<file path="config.mk">
export PLATFORM = sky130hd
export DESIGN_NAME = pamx_top
export DESIGN_NICKNAME = d
export VERILOG_FILES = /design/src/design/pamx_pin_mux.v /design/src/design/pamx_top.v
export VERILOG_INCLUDE_DIRS = /design/src /design/src/design
export SDC_FILE = /design/constraint.sdc
export NUM_CORES = 1
export LEC_CHECK = 0
export ABC_AREA = 1
export BUFFER_PORTS_ARGS = -buffer_cell sky130_fd_sc_hd__buf_2
export CAP_MARGIN = 5
export CELL_PAD_IN_SITES_DETAIL_PLACEMENT = 2
export CELL_PAD_IN_SITES_GLOBAL_PLACEMENT = 2
export CORE_UTILIZATION = 25
export CTS_BUF_LIST = sky130_fd_sc_hd__clkbuf_16
export DETAILED_ROUTE_END_ITERATION = 7
export PLACE_DENSITY_LB_ADDON = 0.1
export SLEW_MARGIN = 20
export SYNTH_ARGS = -nofsm -noshare
export SYNTH_HDL_FRONTEND = slang
export SYNTH_HIERARCHICAL = 1
export SYNTH_SLANG_ARGS = --single-unit
</file>
<file path="constraint.sdc">
create_clock -name i_clk_sys -period 1.18 [get_ports i_clk_sys]
set_input_delay 0.059 -clock i_clk_sys [delete_from_list [all_inputs] [get_ports i_clk_sys]]
set_output_delay 0.059 -clock i_clk_sys [all_outputs]
set_load 0.005 [all_outputs]
</file>
<file path="src/design/pamx_map.vh">
// offsets, field layouts, reset values and mode codes of the port a mux
`ifndef PAMX_MAP_VH
`define PAMX_MAP_VH

// -------------------------------------------------------------
// register offsets (byte addresses, one word each)
// -------------------------------------------------------------
`define PAMX_OFS_PIN_LEVEL 5'h00
`define PAMX_OFS_OUT_LATCH 5'h04
`define PAMX_OFS_DIRECTION 5'h08
`define PAMX_OFS_ANALOG    5'h0C
`define PAMX_OFS_SLEW      5'h10
`define PAMX_OFS_STATUS    5'h14

// -------------------------------------------------------------
// implemented bits and reset values
// -------------------------------------------------------------
`define PAMX_ANALOG_MASK   8'h2F
`define PAMX_SLEW_MASK     8'h1F
`define PAMX_RST_LATCH     8'h00
`define PAMX_RST_DIRECTION 8'hFF
`define PAMX_RST_ANALOG    8'h2F
`define PAMX_RST_SLEW      8'h00

// -------------------------------------------------------------
// status register fields
// -------------------------------------------------------------
`define PAMX_ST_MODE_LSB   0
`define PAMX_ST_CLKOUT_BIT 4
`define PAMX_ST_VALID_BIT  5

// -------------------------------------------------------------
// oscillator select field codes
// -------------------------------------------------------------
`define PAMX_OSC_CRYSTAL   4'h0
`define PAMX_OSC_RC        4'h1
`define PAMX_OSC_EXTCLK    4'h2
`define PAMX_OSC_INTERNAL_OSCILLATOR_MODE    4'h3

// clock-out counter end value and half period in system clocks (period four, quarter rate)
`define PAMX_CLKOUT_DIV    2'h3
`define PAMX_CLKOUT_HALF   2'h2

`endif

</file>
<file path="src/design/pamx_pin_mux.v">
// one pin's output priority selector: three sources, then the latch
`timescale 1ns/1ns
`default_nettype none

module pamx_pin_mux (
   input  wire [2:0] i_src_en,
   input  wire [2:0] i_src_val,
   input  wire       i_latch,
   input  wire       i_dir,
   input  wire       i_force_en,
   input  wire       i_force_val,
   input  wire       i_blocked,
   output reg        o_val,
   output reg        o_oe
);

   // ----------------------------------------------------------
   // priority: blocked, then force, then bit 2 down to bit 0, then latch
   // ----------------------------------------------------------
   always @* begin
      o_val = i_latch;
      o_oe  = ~i_dir;
      if (i_blocked) begin
         o_val = 1'b0;
         o_oe  = 1'b0;
      end else if (i_force_en) begin
         // drives whatever the direction bit says
         o_val = i_force_val;
         o_oe  = 1'b1;
      end else if (i_src_en[2]) begin
         o_val = i_src_val[2];
      end else if (i_src_en[1]) begin
         o_val = i_src_val[1];
      end else if (i_src_en[0]) begin
         o_val = i_src_val[0];
      end
   end

endmodule

`default_nettype wire

</file>
<file path="src/design/pamx_top.v">
// port a pin function priority mux with its avalon register file
//
// Operation
// - internal_oscillator_mode pin six io only without clock-out
// - rc mode drives quarter-rate clock-out on six
// - external osc modes kill pin seven digital paths
// - external clock input always uses pin seven
// - highest-priority enabled function owns the pin
// - analog inputs active only when analog selected
// - digital outputs still drive analog-mode pins
// - fixed per-bit priority order for pins 4-7
// - unimplemented register bits read zero
// - analog select disables digital input only
// - analog pins read zero through pin level
//
// The register offsets and the Avalon-MM register port are this design's own decisions.
`timescale 1ns/1ns
`default_nettype none
`include "pamx_map.vh"

module pamx_top (
   input  wire        i_clk_sys,
   input  wire        i_nrst,
   // avalon-mm slave
   input  wire [4:0]  i_avs_address,
   input  wire        i_avs_read,
   input  wire        i_avs_write,
   input  wire [31:0] i_avs_writedata,
   output wire [31:0] o_avs_readdata,
   output wire        o_avs_waitrequest,
   // static configuration straps
   input  wire [3:0]  i_osc_select_field,
   input  wire        i_clkout_strap,
   // peripheral sources
   input  wire        i_sr_latch_true_output,
   input  wire        i_sr_true_en,
   input  wire        i_sr_latch_inverted_output,
   input  wire        i_sr_inv_en,
   input  wire        i_comparator_one_output,
   input  wire        i_cmp1_en,
   input  wire        i_comparator_two_output,
   input  wire        i_cmp2_en,
   input  wire        i_capture_compare_five,
   input  wire        i_capture_compare_five_en,
   // package pins
   input  wire [7:0]  i_pin_in,
   output wire [7:0]  o_pin_out,
   output wire [7:0]  o_pin_oe,
   output wire [7:0]  o_analog_en,
   output wire [4:0]  o_slew_limit,
   output wire        o_crystal_input_function,
   output wire        o_crystal_output_function,
   output wire        o_external_clock_in_function
);

   // ----------------------------------------------------------
   // registers
   // ----------------------------------------------------------
   reg  [7:0]  output_latch_a_q;
   reg  [7:0]  direction_a_q;
   reg  [7:0]  analog_select_a_q;
   reg  [7:0]  slew_rate_control_q;
   reg  [3:0]  osc_mode_q;
   reg         clkout_en_q;
   reg         strap_done_q;
   reg         waitreq_q;
   reg  [31:0] readdata_q;
   reg  [1:0]  clk_div_q;
   reg         clkout_q;
   reg  [7:0]  pin_out_q;
   reg  [7:0]  pin_oe_q;
   reg         xtal_in_q;
   reg         xtal_out_q;
   reg         ext_clk_q;
   reg  [7:0]  rd_d;
   wire        req;
   wire        ack;
   wire [7:0]  pin_val;
   wire [7:0]  pin_oe;
   wire [7:0]  in_en;
   wire [7:0]  pin_level;

   // ----------------------------------------------------------
   // oscillator mode decode
   // ----------------------------------------------------------
   wire mode_xtal = (osc_mode_q == `PAMX_OSC_CRYSTAL);
   wire mode_rc   = (osc_mode_q == `PAMX_OSC_RC);
   // external clock and unlisted codes fall out of the two below
   wire mode_int  = (osc_mode_q == `PAMX_OSC_INTERNAL_OSCILLATOR_MODE);
   // pin seven belongs to the oscillator in every external mode
   wire pin7_osc  = ~mode_int;
   // pin six: crystal output, forced clock-out, or plain io
   wire pin6_clock_out_function = mode_rc | (~mode_xtal & clkout_en_q);
   wire pin6_io   = mode_int & ~clkout_en_q;

   // ----------------------------------------------------------
   // strap capture after reset release
   // ----------------------------------------------------------
   // async reset loads constants; the strap level is taken on
   // the first clock edge after release
   always @(posedge i_clk_sys or negedge i_nrst) begin
      if (!i_nrst) begin
         osc_mode_q   <= `PAMX_OSC_INTERNAL_OSCILLATOR_MODE;
         clkout_en_q  <= 1'b0;
         strap_done_q <= 1'b0;
      end else if (!strap_done_q) begin
         osc_mode_q   <= i_osc_select_field;
         clkout_en_q  <= i_clkout_strap;
         strap_done_q <= 1'b1;
      end
   end

   // ----------------------------------------------------------
   // quarter-rate clock-out
   // ----------------------------------------------------------
   always @(posedge i_clk_sys or negedge i_nrst) begin
      if (!i_nrst) begin
         clk_div_q <= 2'h0;
         clkout_q  <= 1'b0;
      end else begin
         clk_div_q <= clk_div_q + 2'h1;
         // high for two of every four system clocks
         clkout_q  <= (clk_div_q == `PAMX_CLKOUT_DIV) |
                      (clk_div_q < `PAMX_CLKOUT_HALF - 2'h1);
      end
   end

   // ----------------------------------------------------------
   // per-pin output priority
   // ----------------------------------------------------------
   // pins 0..3 carry only the latch
   genvar g;
   generate
      for (g = 0; g < 4; g = g + 1) begin : g_plain
         pamx_pin_mux u_mux (
            .i_src_en    (3'h0),
            .i_src_val   (3'h0),
            .i_latch     (output_latch_a_q[g]),
            .i_dir       (direction_a_q[g]),
            .i_force_en  (1'b0),
            .i_force_val (1'b0),
            .i_blocked   (1'b0),
            .o_val       (pin_val[g]),
            .o_oe        (pin_oe[g])
         );
      end
   endgenerate

   // sr q, comparator one, capture_compare_five, latch
   pamx_pin_mux u_mux4 (
      .i_src_en    ({i_sr_true_en, i_cmp1_en, i_capture_compare_five_en}),
      .i_src_val   ({i_sr_latch_true_output,
                     i_comparator_one_output,
                     i_capture_compare_five}),
      .i_latch     (output_latch_a_q[4]),
      .i_dir       (direction_a_q[4]),
      .i_force_en  (1'b0),
      .i_force_val (1'b0),
      .i_blocked   (1'b0),
      .o_val       (pin_val[4]),
      .o_oe        (pin_oe[4])
   );

   // sr inverted q, comparator two, latch
   pamx_pin_mux u_mux5 (
      .i_src_en    ({i_sr_inv_en, i_cmp2_en, 1'b0}),
      .i_src_val   ({i_sr_latch_inverted_output,
                     i_comparator_two_output, 1'b0}),
      .i_latch     (output_latch_a_q[5]),
      .i_dir       (direction_a_q[5]),
      .i_force_en  (1'b0),
      .i_force_val (1'b0),
      .i_blocked   (1'b0),
      .o_val       (pin_val[5]),
      .o_oe        (pin_oe[5])
   );

   // crystal output, clock-out, latch
   pamx_pin_mux u_mux6 (
      .i_src_en    (3'h0),
      .i_src_val   (3'h0),
      .i_latch     (output_latch_a_q[6]),
      .i_dir       (direction_a_q[6]),
      .i_force_en  (pin6_clock_out_function),
      .i_force_val (clkout_q),
      .i_blocked   (mode_xtal | ~(pin6_io | pin6_clock_out_function)),
      .o_val       (pin_val[6]),
      .o_oe        (pin_oe[6])
   );

   // crystal input, latch
   pamx_pin_mux u_mux7 (
      .i_src_en    (3'h0),
      .i_src_val   (3'h0),
      .i_latch     (output_latch_a_q[7]),
      .i_dir       (direction_a_q[7]),
      .i_force_en  (1'b0),
      .i_force_val (1'b0),
      .i_blocked   (pin7_osc),
      .o_val       (pin_val[7]),
      .o_oe        (pin_oe[7])
   );

   // ----------------------------------------------------------
   // digital input enables and pin read-back
   // ----------------------------------------------------------
   // analog select gates only the input side; outputs above are
   // left alone so a peripheral can still drive an analog pin
   assign in_en[5:0] = ~analog_select_a_q[5:0];
   assign in_en[6]   = pin6_io;
   assign in_en[7]   = ~pin7_osc;
   assign pin_level  = i_pin_in & in_en;

   always @(posedge i_clk_sys or negedge i_nrst) begin
      if (!i_nrst) begin
         pin_out_q  <= 8'h00;
         pin_oe_q   <= 8'h00;
         xtal_in_q  <= 1'b0;
         xtal_out_q <= 1'b0;
         ext_clk_q  <= 1'b0;
      end else begin
         pin_out_q  <= pin_val;
         pin_oe_q   <= pin_oe;
         xtal_in_q  <= pin7_osc;
         xtal_out_q <= mode_xtal;
         // follows pin seven whatever its direction bit holds
         ext_clk_q  <= pin7_osc & i_pin_in[7];
      end
   end

   // ----------------------------------------------------------
   // avalon-mm slave: one wait cycle, then answer
   // ----------------------------------------------------------
   assign req = i_avs_read | i_avs_write;
   assign ack = req & ~waitreq_q;

   always @* begin
      case (i_avs_address)
         `PAMX_OFS_PIN_LEVEL: rd_d = pin_level;
         `PAMX_OFS_OUT_LATCH: rd_d = output_latch_a_q;
         `PAMX_OFS_DIRECTION: rd_d = direction_a_q;
         `PAMX_OFS_ANALOG:    rd_d = analog_select_a_q;
         `PAMX_OFS_SLEW:      rd_d = slew_rate_control_q;
         `PAMX_OFS_STATUS:    rd_d = {2'h0, strap_done_q, clkout_en_q,
                                      osc_mode_q};
         default:             rd_d = 8'h00;
      endcase
   end

   always @(posedge i_clk_sys or negedge i_nrst) begin
      if (!i_nrst) begin
         waitreq_q           <= 1'b1;
         readdata_q          <= 32'h0000_0000;
         output_latch_a_q    <= `PAMX_RST_LATCH;
         direction_a_q       <= `PAMX_RST_DIRECTION;
         analog_select_a_q   <= `PAMX_RST_ANALOG;
         slew_rate_control_q <= `PAMX_RST_SLEW;
      end else begin
         waitreq_q <= ~(req & waitreq_q);
         if (req & waitreq_q) begin
            readdata_q <= {24'h00_0000, rd_d};
         end
         if (ack & i_avs_write) begin
            case (i_avs_address)
               // a write to the pin level lands in the latch
               `PAMX_OFS_PIN_LEVEL,
               `PAMX_OFS_OUT_LATCH: begin
                  output_latch_a_q <= i_avs_writedata[7:0];
               end
               `PAMX_OFS_DIRECTION: begin
                  direction_a_q <= i_avs_writedata[7:0];
               end
               `PAMX_OFS_ANALOG: begin
                  analog_select_a_q <= i_avs_writedata[7:0] &
                                       `PAMX_ANALOG_MASK;
               end
               `PAMX_OFS_SLEW: begin
                  slew_rate_control_q <= i_avs_writedata[7:0] &
                                         `PAMX_SLEW_MASK;
               end
               default: begin
               end
            endcase
         end
      end
   end

   // ----------------------------------------------------------
   // outputs
   // ----------------------------------------------------------
   assign o_avs_readdata               = readdata_q;
   assign o_avs_waitrequest            = waitreq_q;
   assign o_pin_out                    = pin_out_q;
   assign o_pin_oe                     = pin_oe_q;
   assign o_analog_en                  = analog_select_a_q;
   assign o_slew_limit                 = slew_rate_control_q[4:0];
   assign o_crystal_input_function     = xtal_in_q;
   assign o_crystal_output_function    = xtal_out_q;
   assign o_external_clock_in_function = ext_clk_q;

endmodule

`default_nettype wire

</file>
# Word-level counts from Yosys, hierarchy flattened
# Cells that the tools add are included.
[op_classes] add_sub_neg=1 reduce_logical=7 mux=12 eq_ne=8 bitwise_logic=27 n_lt_le_gt_ge=1
[op_table] op="$pmux 8 s6" n=1
[op_table] op="$not 1->1" n=14
[op_table] op="$mux 1" n=11
[op_table] op="$eq 5x4->1 const B" n=2
[op_table] op="$eq 5x5->1 const B" n=2
[op_table] op="$and 8x8->8" n=1
[op_table] op="$reduce_and 2->1" n=4
[op_table] op="$and 1x1->1" n=6
[op_table] op="$not 6->6" n=1
[op_table] op="$eq 5x3->1 const B" n=1
[op_table] op="$logic_not 5->1" n=1
[op_table] op="$or 1x1->1" n=5
[op_table] op="$eq 4x1->1 const B" n=1
[op_table] op="$eq 4x2->1 const B" n=1
[op_table] op="$logic_not 4->1" n=1
[op_table] op="$add 2x1->2 const B" n=1
[op_table] op="$eq 2x2->1 const B" n=1
[op_table] op="$lt 2x1->1 const B" n=1
[op_table] op="$reduce_or 2->1" n=1
[word_totals] output_inout_bits=65 elab_cells=72 inputBits=64 register_bits=63

# Depth between registers and ports, before layout
# Gate-level depths: netlist of the first run.
[logic_depth] depth_word=8 ltp_mapped=9 ltp_nobuf=8

# Hierarchy
# Netlist of the first run, hierarchy kept.
[modules_own_cells] mod="pamx_top" cells_per_inst=308 n_inst=1 area_each_um2=2930.3 seq_area_each_um2=1596.5
[modules_own_cells] mod="pamx_pin_mux" cells_per_inst=13 n_inst=8 area_each_um2=66.3 seq_area_each_um2=0.0

# Least setup slack after synthesis of the first run
# No wires, ideal clock.
[synth_timing] kind="flip-flop to flip-flop" from="register osc_mode_q[1]" to="register pin_out_q[6] (netlist: o_pin_out[6])" arrival_time_ps=1156 synth_period_minus_slack_ps=1229 n_path_buf=0 setup_time_ps=73 stages_incl_launch_ff=8 required_ps=1107 slack_ps=-49 path_cell_list="dfstp_2 inv_1 nand2_1 nor2_1 a21oi_1 nor2_1 o21bai_1 a21oi_2"
[synth_between] elab_chain_len=8 word_cells_on_any_way=12 classes_between="2 x eq/ne; 2 x mux; 7 x bitwise; 1 x reduce/logical"
[synth_lines] element="from (decl)" line="pamx_top.v:63" source="reg [3:0] osc_mode_q;"
[synth_lines] element="from (signal assigned)" line="pamx_top.v:103" source="osc_mode_q <= `PAMX_OSC_INTERNAL_OSCILLATOR_MODE;"
[synth_lines] element="from (signal assigned)" line="pamx_top.v:107" source="osc_mode_q <= i_osc_select_field;"
[synth_lines] element="$logic_not 4->1 (no line) *"
[synth_lines] element="named net mode_xtal" line="pamx_top.v:86" source="wire mode_xtal = (osc_mode_q == `PAMX_OSC_CRYSTAL);"
[synth_lines] element="$not 1->1 *" line="pamx_top.v:93" source="wire pin6_clock_out_function = mode_rc | (~mode_xtal & clkout_en_q);"
[synth_lines] element="$and 1x1->1 *" line="pamx_top.v:93"
[synth_lines] element="$or 1x1->1 *" line="pamx_top.v:93"
[synth_lines] element="named net pin6_clock_out_function" line="pamx_top.v:93"
[synth_lines] element="$or 1x1->1" line="pamx_top.v:186" source=".i_blocked (mode_xtal | ~(pin6_io | pin6_clock_out_function)),"
[synth_lines] element="$not 1->1" line="pamx_top.v:186"
[synth_lines] element="$or 1x1->1" line="pamx_top.v:186"
[synth_lines] element="$mux 1 *" line="pamx_pin_mux.v:23" source="if (i_blocked) begin"
[synth_lines] element="named net pin_val[6]" line="pamx_top.v:78" source="wire [7:0] pin_val;"
[synth_lines] element="to (signal assigned)" line="pamx_top.v:222" source="pin_out_q <= pin_val;"
[synth_lines] element="to (decl)" line="pamx_top.v:70" source="reg [7:0] pin_out_q;"
# Mark *: on every way through the listed nets, which the timed path passes. The rest lies on a longest branch.
# A chain may end at the register's enable or synchronous reset.

# Worst setup path in the final report of the first run
[layout_timing] from="register osc_mode_q[0]" to="register pin_out_q[6] (netlist: o_pin_out[6])"
[layout_between] elab_chain_len=8 word_cells_on_any_way=12 classes_between="2 x eq/ne; 2 x mux; 7 x bitwise; 1 x reduce/logical"
[layout_lines] element="$logic_not 4->1 (no line)"
[layout_lines] element="$not 1->1" line="pamx_top.v:93"
[layout_lines] element="$and 1x1->1" line="pamx_top.v:93"
[layout_lines] element="$or 1x1->1" line="pamx_top.v:93"
[layout_lines] element="$or 1x1->1" line="pamx_top.v:186"
[layout_lines] element="$not 1->1" line="pamx_top.v:186"
[layout_lines] element="$or 1x1->1" line="pamx_top.v:186"
[layout_lines] element="$mux 1 *" line="pamx_pin_mux.v:23"
[layout_lines] element="named net pin_val[6]" line="pamx_top.v:78"
# Marked as above.

==> results.txt, run 1 <==
CP Max Fanout -> 4
Total global-route track usage -> 0.1677
Commonest cells after routing, fill and taps aside -> conb_1, buf_2, nand2_1
DR vias -> 3,328
Antenna-violating nets left -> 0
Hold WC Path Type -> in2reg
Status -> complete, but fails checks
Worst-skew pair later-pin latency -> 0.34 ns
First-pass GRT wire length -> 18,250 um
TritonRoute pass-1 iters -> 4
Failing checks -> negative setup slack
Core area -> 0.01335 mm^2
Minimum clock period -> 1.275 ns
Clock network fraction of total power -> 0.371
Mapped cell area -> 0.003461 mm^2
Post-DR wirelength/cell -> 13.85 um
Htree depth -> 3
CTS tree -> built
Clock transition at path regs -> 0.05 ns
Sw power -> 1.847 mW
Final Util -> 0.3814
Clock buffer depth -> 2
Sequential share of power -> 0.436
Number of global-route vias before repair -> 3,652
Comb pwr share -> 0.193
Die H -> 119.7 um
GRT met2 Usage -> 0.2923
Met1 Track Usage GR -> 0.2018
Cts bufs inserted -> 9
Net count, final -> 684
Fillers -> 1,561
FF+latch count, synth -> 63
Top cell type by total area after synthesis -> dfrtp_1
VDD IR max -> 0.0007431 V
Initial antenna violation count -> 0
CP Class -> reg2reg
Pint -> 4.373 mW
Met3 usage -> 0.03850
Netlist cell types -> 28
Synth warn -> 6
Placed inst area -> 0.004481 mm^2
Max-cap violations -> 0
Hpwl dp -> 8310 um
CTS Root Cell -> clkbuf_16
# clock sinks -> 63
Post-route DRC -> 0
Die width -> 119.7 um
Synthesized area per cell -> 8.400 um^2
Detailed Route Iter0 Violations -> 69
Sw frac -> 0.2969
Final Skew -> 0.006226 ns
CP endpoint kind -> flip-flop
Ports -> 129
Routed WL -> 11,080 um
Die area -> 0.01432 mm^2
Pleak -> 2.575 nW
Register area -> 0.001597 mm^2
CP startpoint kind -> flip-flop
Std-Cell Rows -> 42
Final Hold Fails -> 0
Multi-input gate area -> 0.001992 mm^2
Final WS setup -> -0.09499 ns
GPL Wtd Cong -> 0.7456
Data arrival time of the critical path -> 1.54 ns
Layout cells sized above 1 -> 0.3510
Synth top area share -> 0.3398
GRT Max-Usage Layer -> met2
Most common cell after layout, fill and taps aside -> conb_1
Final setup vio count -> 13
Sequential fraction of the synthesis area -> 0.4613
Mapped Cells -> 412
Initial core utilization -> 0.2593
Area Overhead vs Synth -> 47.11%
Vias per inst -> 4.160
Synth top area cells -> dfrtp_1, dfstp_2, nand2_1
PwrDens -> 1222 mW/mm^2
RSZ-0062 raised after global routing -> yes
Fmax -> 784.3 MHz
Final Max Tran Viols -> 0
Final Instance Area -> 0.005091 mm^2
Ant diodes -> 0
Congestion Overflow GR -> 0
Share of the cycle needed by the critical path after routing -> 1.081
Buffers on Ports -> 77
Worst EP required -> 1.45 ns
Largest net degree at the start of global routing -> 42
[per-stage QoR]
| stage | TNS (ns) | std cells | setup slack [ns] | hold slack (ns) | power (mW) |
|---|---|---|---|---|---|
| final | -0.4420 | 800 | -0.09499 | 0.004886 | 6.220 |
| after global routing | -1.600 | 800 | -0.1526 | 0.01830 | 6.579 |
| after detailed placement | -2.158 | 773 | -0.1444 | -0.06927 | 3.749 |
| after global placement | -1.379 | 773 | -0.1208 | -0.07074 | 3.708 |
| after CTS | -0.2760 | 800 | -0.09932 | 0.002721 | 6.181 |
| after floorplan | -0.0003662 | 528 | -0.0003662 | -0.2366 | 3.272 |
[registers in the layout, indices dropped and copies added (netlist names)]
signal	cells
clkout_q	1
slew_rate_control_q	5
o_crystal_input_function	1
o_pin_out	8
output_latch_a_q	8
osc_mode_q	4
clkout_en_q	1
o_crystal_output_function	1
o_analog_en	5
clk_div_q	2
strap_done_q	1
o_external_clock_in_function	1
o_avs_readdata	8
o_avs_waitrequest	1
direction_a_q	8
o_pin_oe	8
[routing by layer]
| metal | part of all wire | wire length, um | vias to the layer above |
|---|---|---|---|
| li1 | - | - | 1614 |
| met1 | 0.44 | 4870 | 1633 |
| met2 | 0.51 | 5690 | 73 |
| met3 | 0.034 | 377 | 8 |
| met4 | 0.013 | 145 | 0 |
| met5 | 0 | 0 | - |
[critical path, stage by stage, from the launching register on]
cell,delay [ns]
dfstp_2,0.58
nand3_1,0.15
nor2_2,0.15
nor2_2,0.07
o21bai_4,0.16
a21oi_2,0.09
[worst paths after layout]
check	start	endpoint	slack (ns)	cells past startpoint
max	osc_mode_q[0]	o_pin_out[6]	-0.09	5
min	i_sr_true_en	o_pin_out[4]	0.005	4
max reg2reg	osc_mode_q[0]	o_pin_out[6]	-0.09	5
min reg2reg	clk_div_q[0]	clk_div_q[0]	0.43	1
max in group asynchronous	i_nrst	o_analog_en[3]	0.52	3
min in group asynchronous	i_nrst	clk_div_q[1]	0.11	2
[synth_stat cells]
cell / instances
nand2_1: 79
inv_1: 59
dfrtp_1: 47
nand4_1: 29
buf_4: 28
nor2_1: 26
a21oi_1: 24
a21oi_2: 16
dfstp_2: 16
nand3_1: 15
o21ai_0: 14
o21bai_1: 10
o21ai_2: 9
o21ai_1: 8
buf_2: 4
buf_6: 4
nor2_4: 4
inv_2: 3
nand2_2: 3
clkbuf_1: 2
conb_1: 2
mux2_2: 2
nand3_2: 2
nor2_2: 2
clkbuf_2: 1
nand4_2: 1
nand4_4: 1
xnor2_1: 1
[kinds of logic after synthesis]
| logic type | Yosys count | synth area share |
|---|---|---|
| DFF | 63 | 0.4613 |
| other | 2 | 0.002170 |
| muxes | 2 | 0.006507 |
| xor gates and xnor gates | 1 | 0.002531 |
| buffers and inverters | 101 | 0.1504 |
| AOI/OAI and AO/OA | 81 | 0.1515 |
| and+or+nand+nor | 162 | 0.2256 |
[cell type report]
cell class              instances  share of cell area
repair buffers                119              0.1573
well taps                     176             0.04325
clock inverters                 6            0.004669
flip-flops and latches         63              0.3136
inverters                      62             0.04571
clock buffers                   9             0.04424
multi-input cells             365              0.3913
[power groups by stage]
stage	sequential [mW]	combinational (mW)	clock, mW
4_1_cts	2.69	1.11	2.38
3_5_place_dp	2.72	1.03	0
2_1_floorplan	2.65	0.624	0
6_report	2.71	1.20	2.31
3_3_place_gp	2.71	0.998	0
5_1_grt	2.75	1.35	2.48
[timing repair]
action / CTS / global route
endpoints found under the hold margin: 57 / 0
pin swaps: 3 / 7
gates resized for setup: 15 / 59
hold buffers: 10 / 0
cloned: 1 / 0
endpoints found under the setup margin: 34 / 29
setup buffers: 1 / 0
(Power assumes the default switching activity.)
==> inputs of run 2 (changes only) <==
--- a/config.mk
+++ b/config.mk
@@ -11,7 +11,7 @@
 export CAP_MARGIN = 5
 export CELL_PAD_IN_SITES_DETAIL_PLACEMENT = 2
 export CELL_PAD_IN_SITES_GLOBAL_PLACEMENT = 2
-export CORE_UTILIZATION = 25
+export CORE_UTILIZATION = 28
 export CTS_BUF_LIST = sky130_fd_sc_hd__clkbuf_16
 export DETAILED_ROUTE_END_ITERATION = 7
 export PLACE_DENSITY_LB_ADDON = 0.1
==> constraint.sdc (replaced) <==
create_clock -name i_clk_sys -period 1.3 [get_ports i_clk_sys]
set_input_delay 0.065 -clock i_clk_sys [delete_from_list [all_inputs] [get_ports i_clk_sys]]
set_output_delay 0.065 -clock i_clk_sys [all_outputs]
set_load 0.005 [all_outputs]
==> run 2 against run 1 <==
  * Maximum frequency down 0.90%
  * Non-clock buffer count down 4
  * Via count down 1.8%
  * The flow now finishes without violations
  * Register-to-register slack better by 0.11 ns
  * Power down 8.0%
  * Cell count down 4.1%
  * Clock skew down 0.00061 ns
  * Sequential power down 10%
  * Clock-buffer cell count unchanged
  * Worst hold slack better by 0.0081 ns
  * Die area down 11%
  * Clock power about the same
==> results.txt, run 2 (synthesis results as in run 1) <==
CTS Root Cell -> clkbuf_16
Final Util -> 0.4040 (+0.02254)
Routed WL -> 10,770 um (-2.8%)
PwrDens -> 1179 mW/mm^2 (-3.5%)
Max-cap violations -> 0 (unchanged)
Buffers on Ports -> 77 (unchanged)
Multi-input gate area -> 0.001844 mm^2 (-7.4%)
CP startpoint kind -> flip-flop
RSZ-0062 raised after global routing -> yes
Ant diodes -> 0 (unchanged)
Die H -> 113.2 um (-5.4%)
Final Max Tran Viols -> 0 (unchanged)
Htree depth -> 3 (unchanged)
Ports -> 129 (unchanged)
Antenna-violating nets left -> 0 (unchanged)
CP Class -> reg2reg
Initial core utilization -> 0.2881 (+0.02884)
Critical path's slowest cell -> dfrtp_1
Core area -> 0.01201 mm^2 (-10%)
Std-Cell Rows -> 40 (-4.8%)
Worst path depth -> 7 (+2)
Total global-route track usage -> 0.1830 (+0.01539)
TritonRoute pass-1 iters -> 4 (unchanged)
Buffers and inverters on the worst path -> 1 (+1)
Top Family by Delay on Critical Path -> flip-flops
Number of global-route vias before repair -> 3,637 (-0.41%)
First-pass GRT wire length -> 17,800 um (-2.5%)
Hold WC Path Type -> in2reg
Detailed Route Iter0 Violations -> 74 (+7.2%)
Flop2flop setup slack -> 0.01 ns (+0.11 ns)
Hold slack -> 0.01299 ns (+0.008101 ns)
Net count, final -> 679 (-0.73%)
Worst EP required -> 1.52 ns (+0.07 ns)
CP Max Fanout -> 3 (-1)
FF-to-FF Start -> osc_mode_q[2]
Minimum clock period -> 1.287 ns (+0.01162 ns)
DR vias -> 3,269 (-1.8%)
Status -> completed
# clock sinks -> 63 (unchanged)
Critical hold path startpoint -> i_sr_inv_en
Pleak -> 2.490 nW (-3.3%)
Commonest cells after routing, fill and taps aside -> conb_1, nand2_1, buf_2
R2r worst-path depth -> 7 (+2)
Crit path cell chain -> nor2_4, nand2_4, nor2_4, a21oi_4, buf_4, a21oi_2, a21oi_2
Cts bufs inserted -> 9 (unchanged)
CTS tree -> built
Hpwl dp -> 7974 um (-4.0%)
Share of the cycle needed by the critical path after routing -> 0.9897 (-0.09080)
Congestion Overflow GR -> 0 (unchanged)
GPL Wtd Cong -> 0.7641 (+2.5%)
Hold depth -> 4 (unchanged)
Fmax -> 777.2 MHz (-0.90%)
Fillers -> 1,420 (-9.0%)
Die area -> 0.01281 mm^2 (-11%)
Crit path from -> osc_mode_q[2]
Final Hold Fails -> 0 (unchanged)
Vias per inst -> 4.262 (+2.5%)
Post-route DRC -> 0 (unchanged)
Most common cell after layout, fill and taps aside -> conb_1
Clock buffer depth -> 2 (unchanged)
VDD IR max -> 0.0005639 V (-24%)
Largest net degree at the start of global routing -> 64 (+52%)
Register area -> 0.001597 mm^2 (unchanged)
Die width -> 113.2 um (-5.4%)
Initial antenna violation count -> 0 (unchanged)
Post-DR wirelength/cell -> 14.05 um (+1.4%)
Layout cells sized above 1 -> 0.3097 (-0.04128)
Area Overhead vs Synth -> 40.20%
Data arrival time of the critical path -> 1.50 ns (-0.04 ns)
Worst-skew pair later-pin latency -> 0.33 ns (about the same)
CP endpoint kind -> flip-flop
Final setup vio count -> 0 (-13)
Clock transition at path regs -> 0.05 ns (about the same)
Final Skew -> 0.005619 ns (-0.0006068 ns)
Slowest cell delay on critical path -> 0.41 ns (-0.17 ns)
## run 2: path summary, 6_finish.rpt
check                                 end
hold reg to reg              clk_div_q[0]
hold / removal               o_pin_out[5]
min in group asynchronous    o_pin_out[7]
max in group asynchronous  o_analog_en[1]
setup / recovery             o_pin_out[6]
setup reg to reg             o_pin_out[6]
## run 2: stage by stage
step | cell area, um^2 | setup WS (ns) | instances | power (mW) | TNS (ns)
after CTS | 4800 | 0.0009029 | 766 | 5.770 | 0
final | 4852 | 0.01339 | 767 | 5.723 | 0
after detailed placement | 4436 | -0.04815 | 744 | 3.388 | -0.1135
after floorplan | 3896 | 0.07122 | 528 | 2.965 | 0
after global placement | 4436 | 0.01047 | 744 | 3.351 | 0
after global routing | 4852 | -0.04654 | 767 | 6.055 | -0.07425
## run 2: cell type report
cell class,instances,area share
Clock buffer,9,0.04642
Multi-Input combinational cell,364,0.3801
Timing Repair Buffer,115,0.1472
Inverter,62,0.04796
Clock inverter,7,0.01135
Tap cell,147,0.03791
Sequential cell,63,0.3290
## run 2: repair_timing
action	4_1_cts	5_1_grt
gates resized for setup	7	15
setup endpoints to repair	6	6
buffers inserted	0	1
hold endpoints to repair	52	0
hold buffers	6	0
pin swaps	0	2
## run 2: metal layers
layer,wire length (um),GRT usage,vias up
met5,0,0,-
met4,173,0.06930,0
li1,-,-,1604
met2,5561,0.3337,68
met3,338,0.02999,10
met1,4701,0.2145,1587
## run 2: worst reg2reg max path: cells and delay by family, from the launching register on
kind,cells,cell delay (ns)
flops,1,0.41
simple gates,3,0.39
buf+inv,1,0.14
compound gates,3,0.23
## run 2: where the power goes
group / total [mW] / internal [mW] / switching [mW]
clock network: 2.30 / 1.45 / 0.849
logic: 0.987 / 0.422 / 0.564
registers: 2.44 / 2.24 / 0.200
total: 5.72 / 4.11 / 1.61
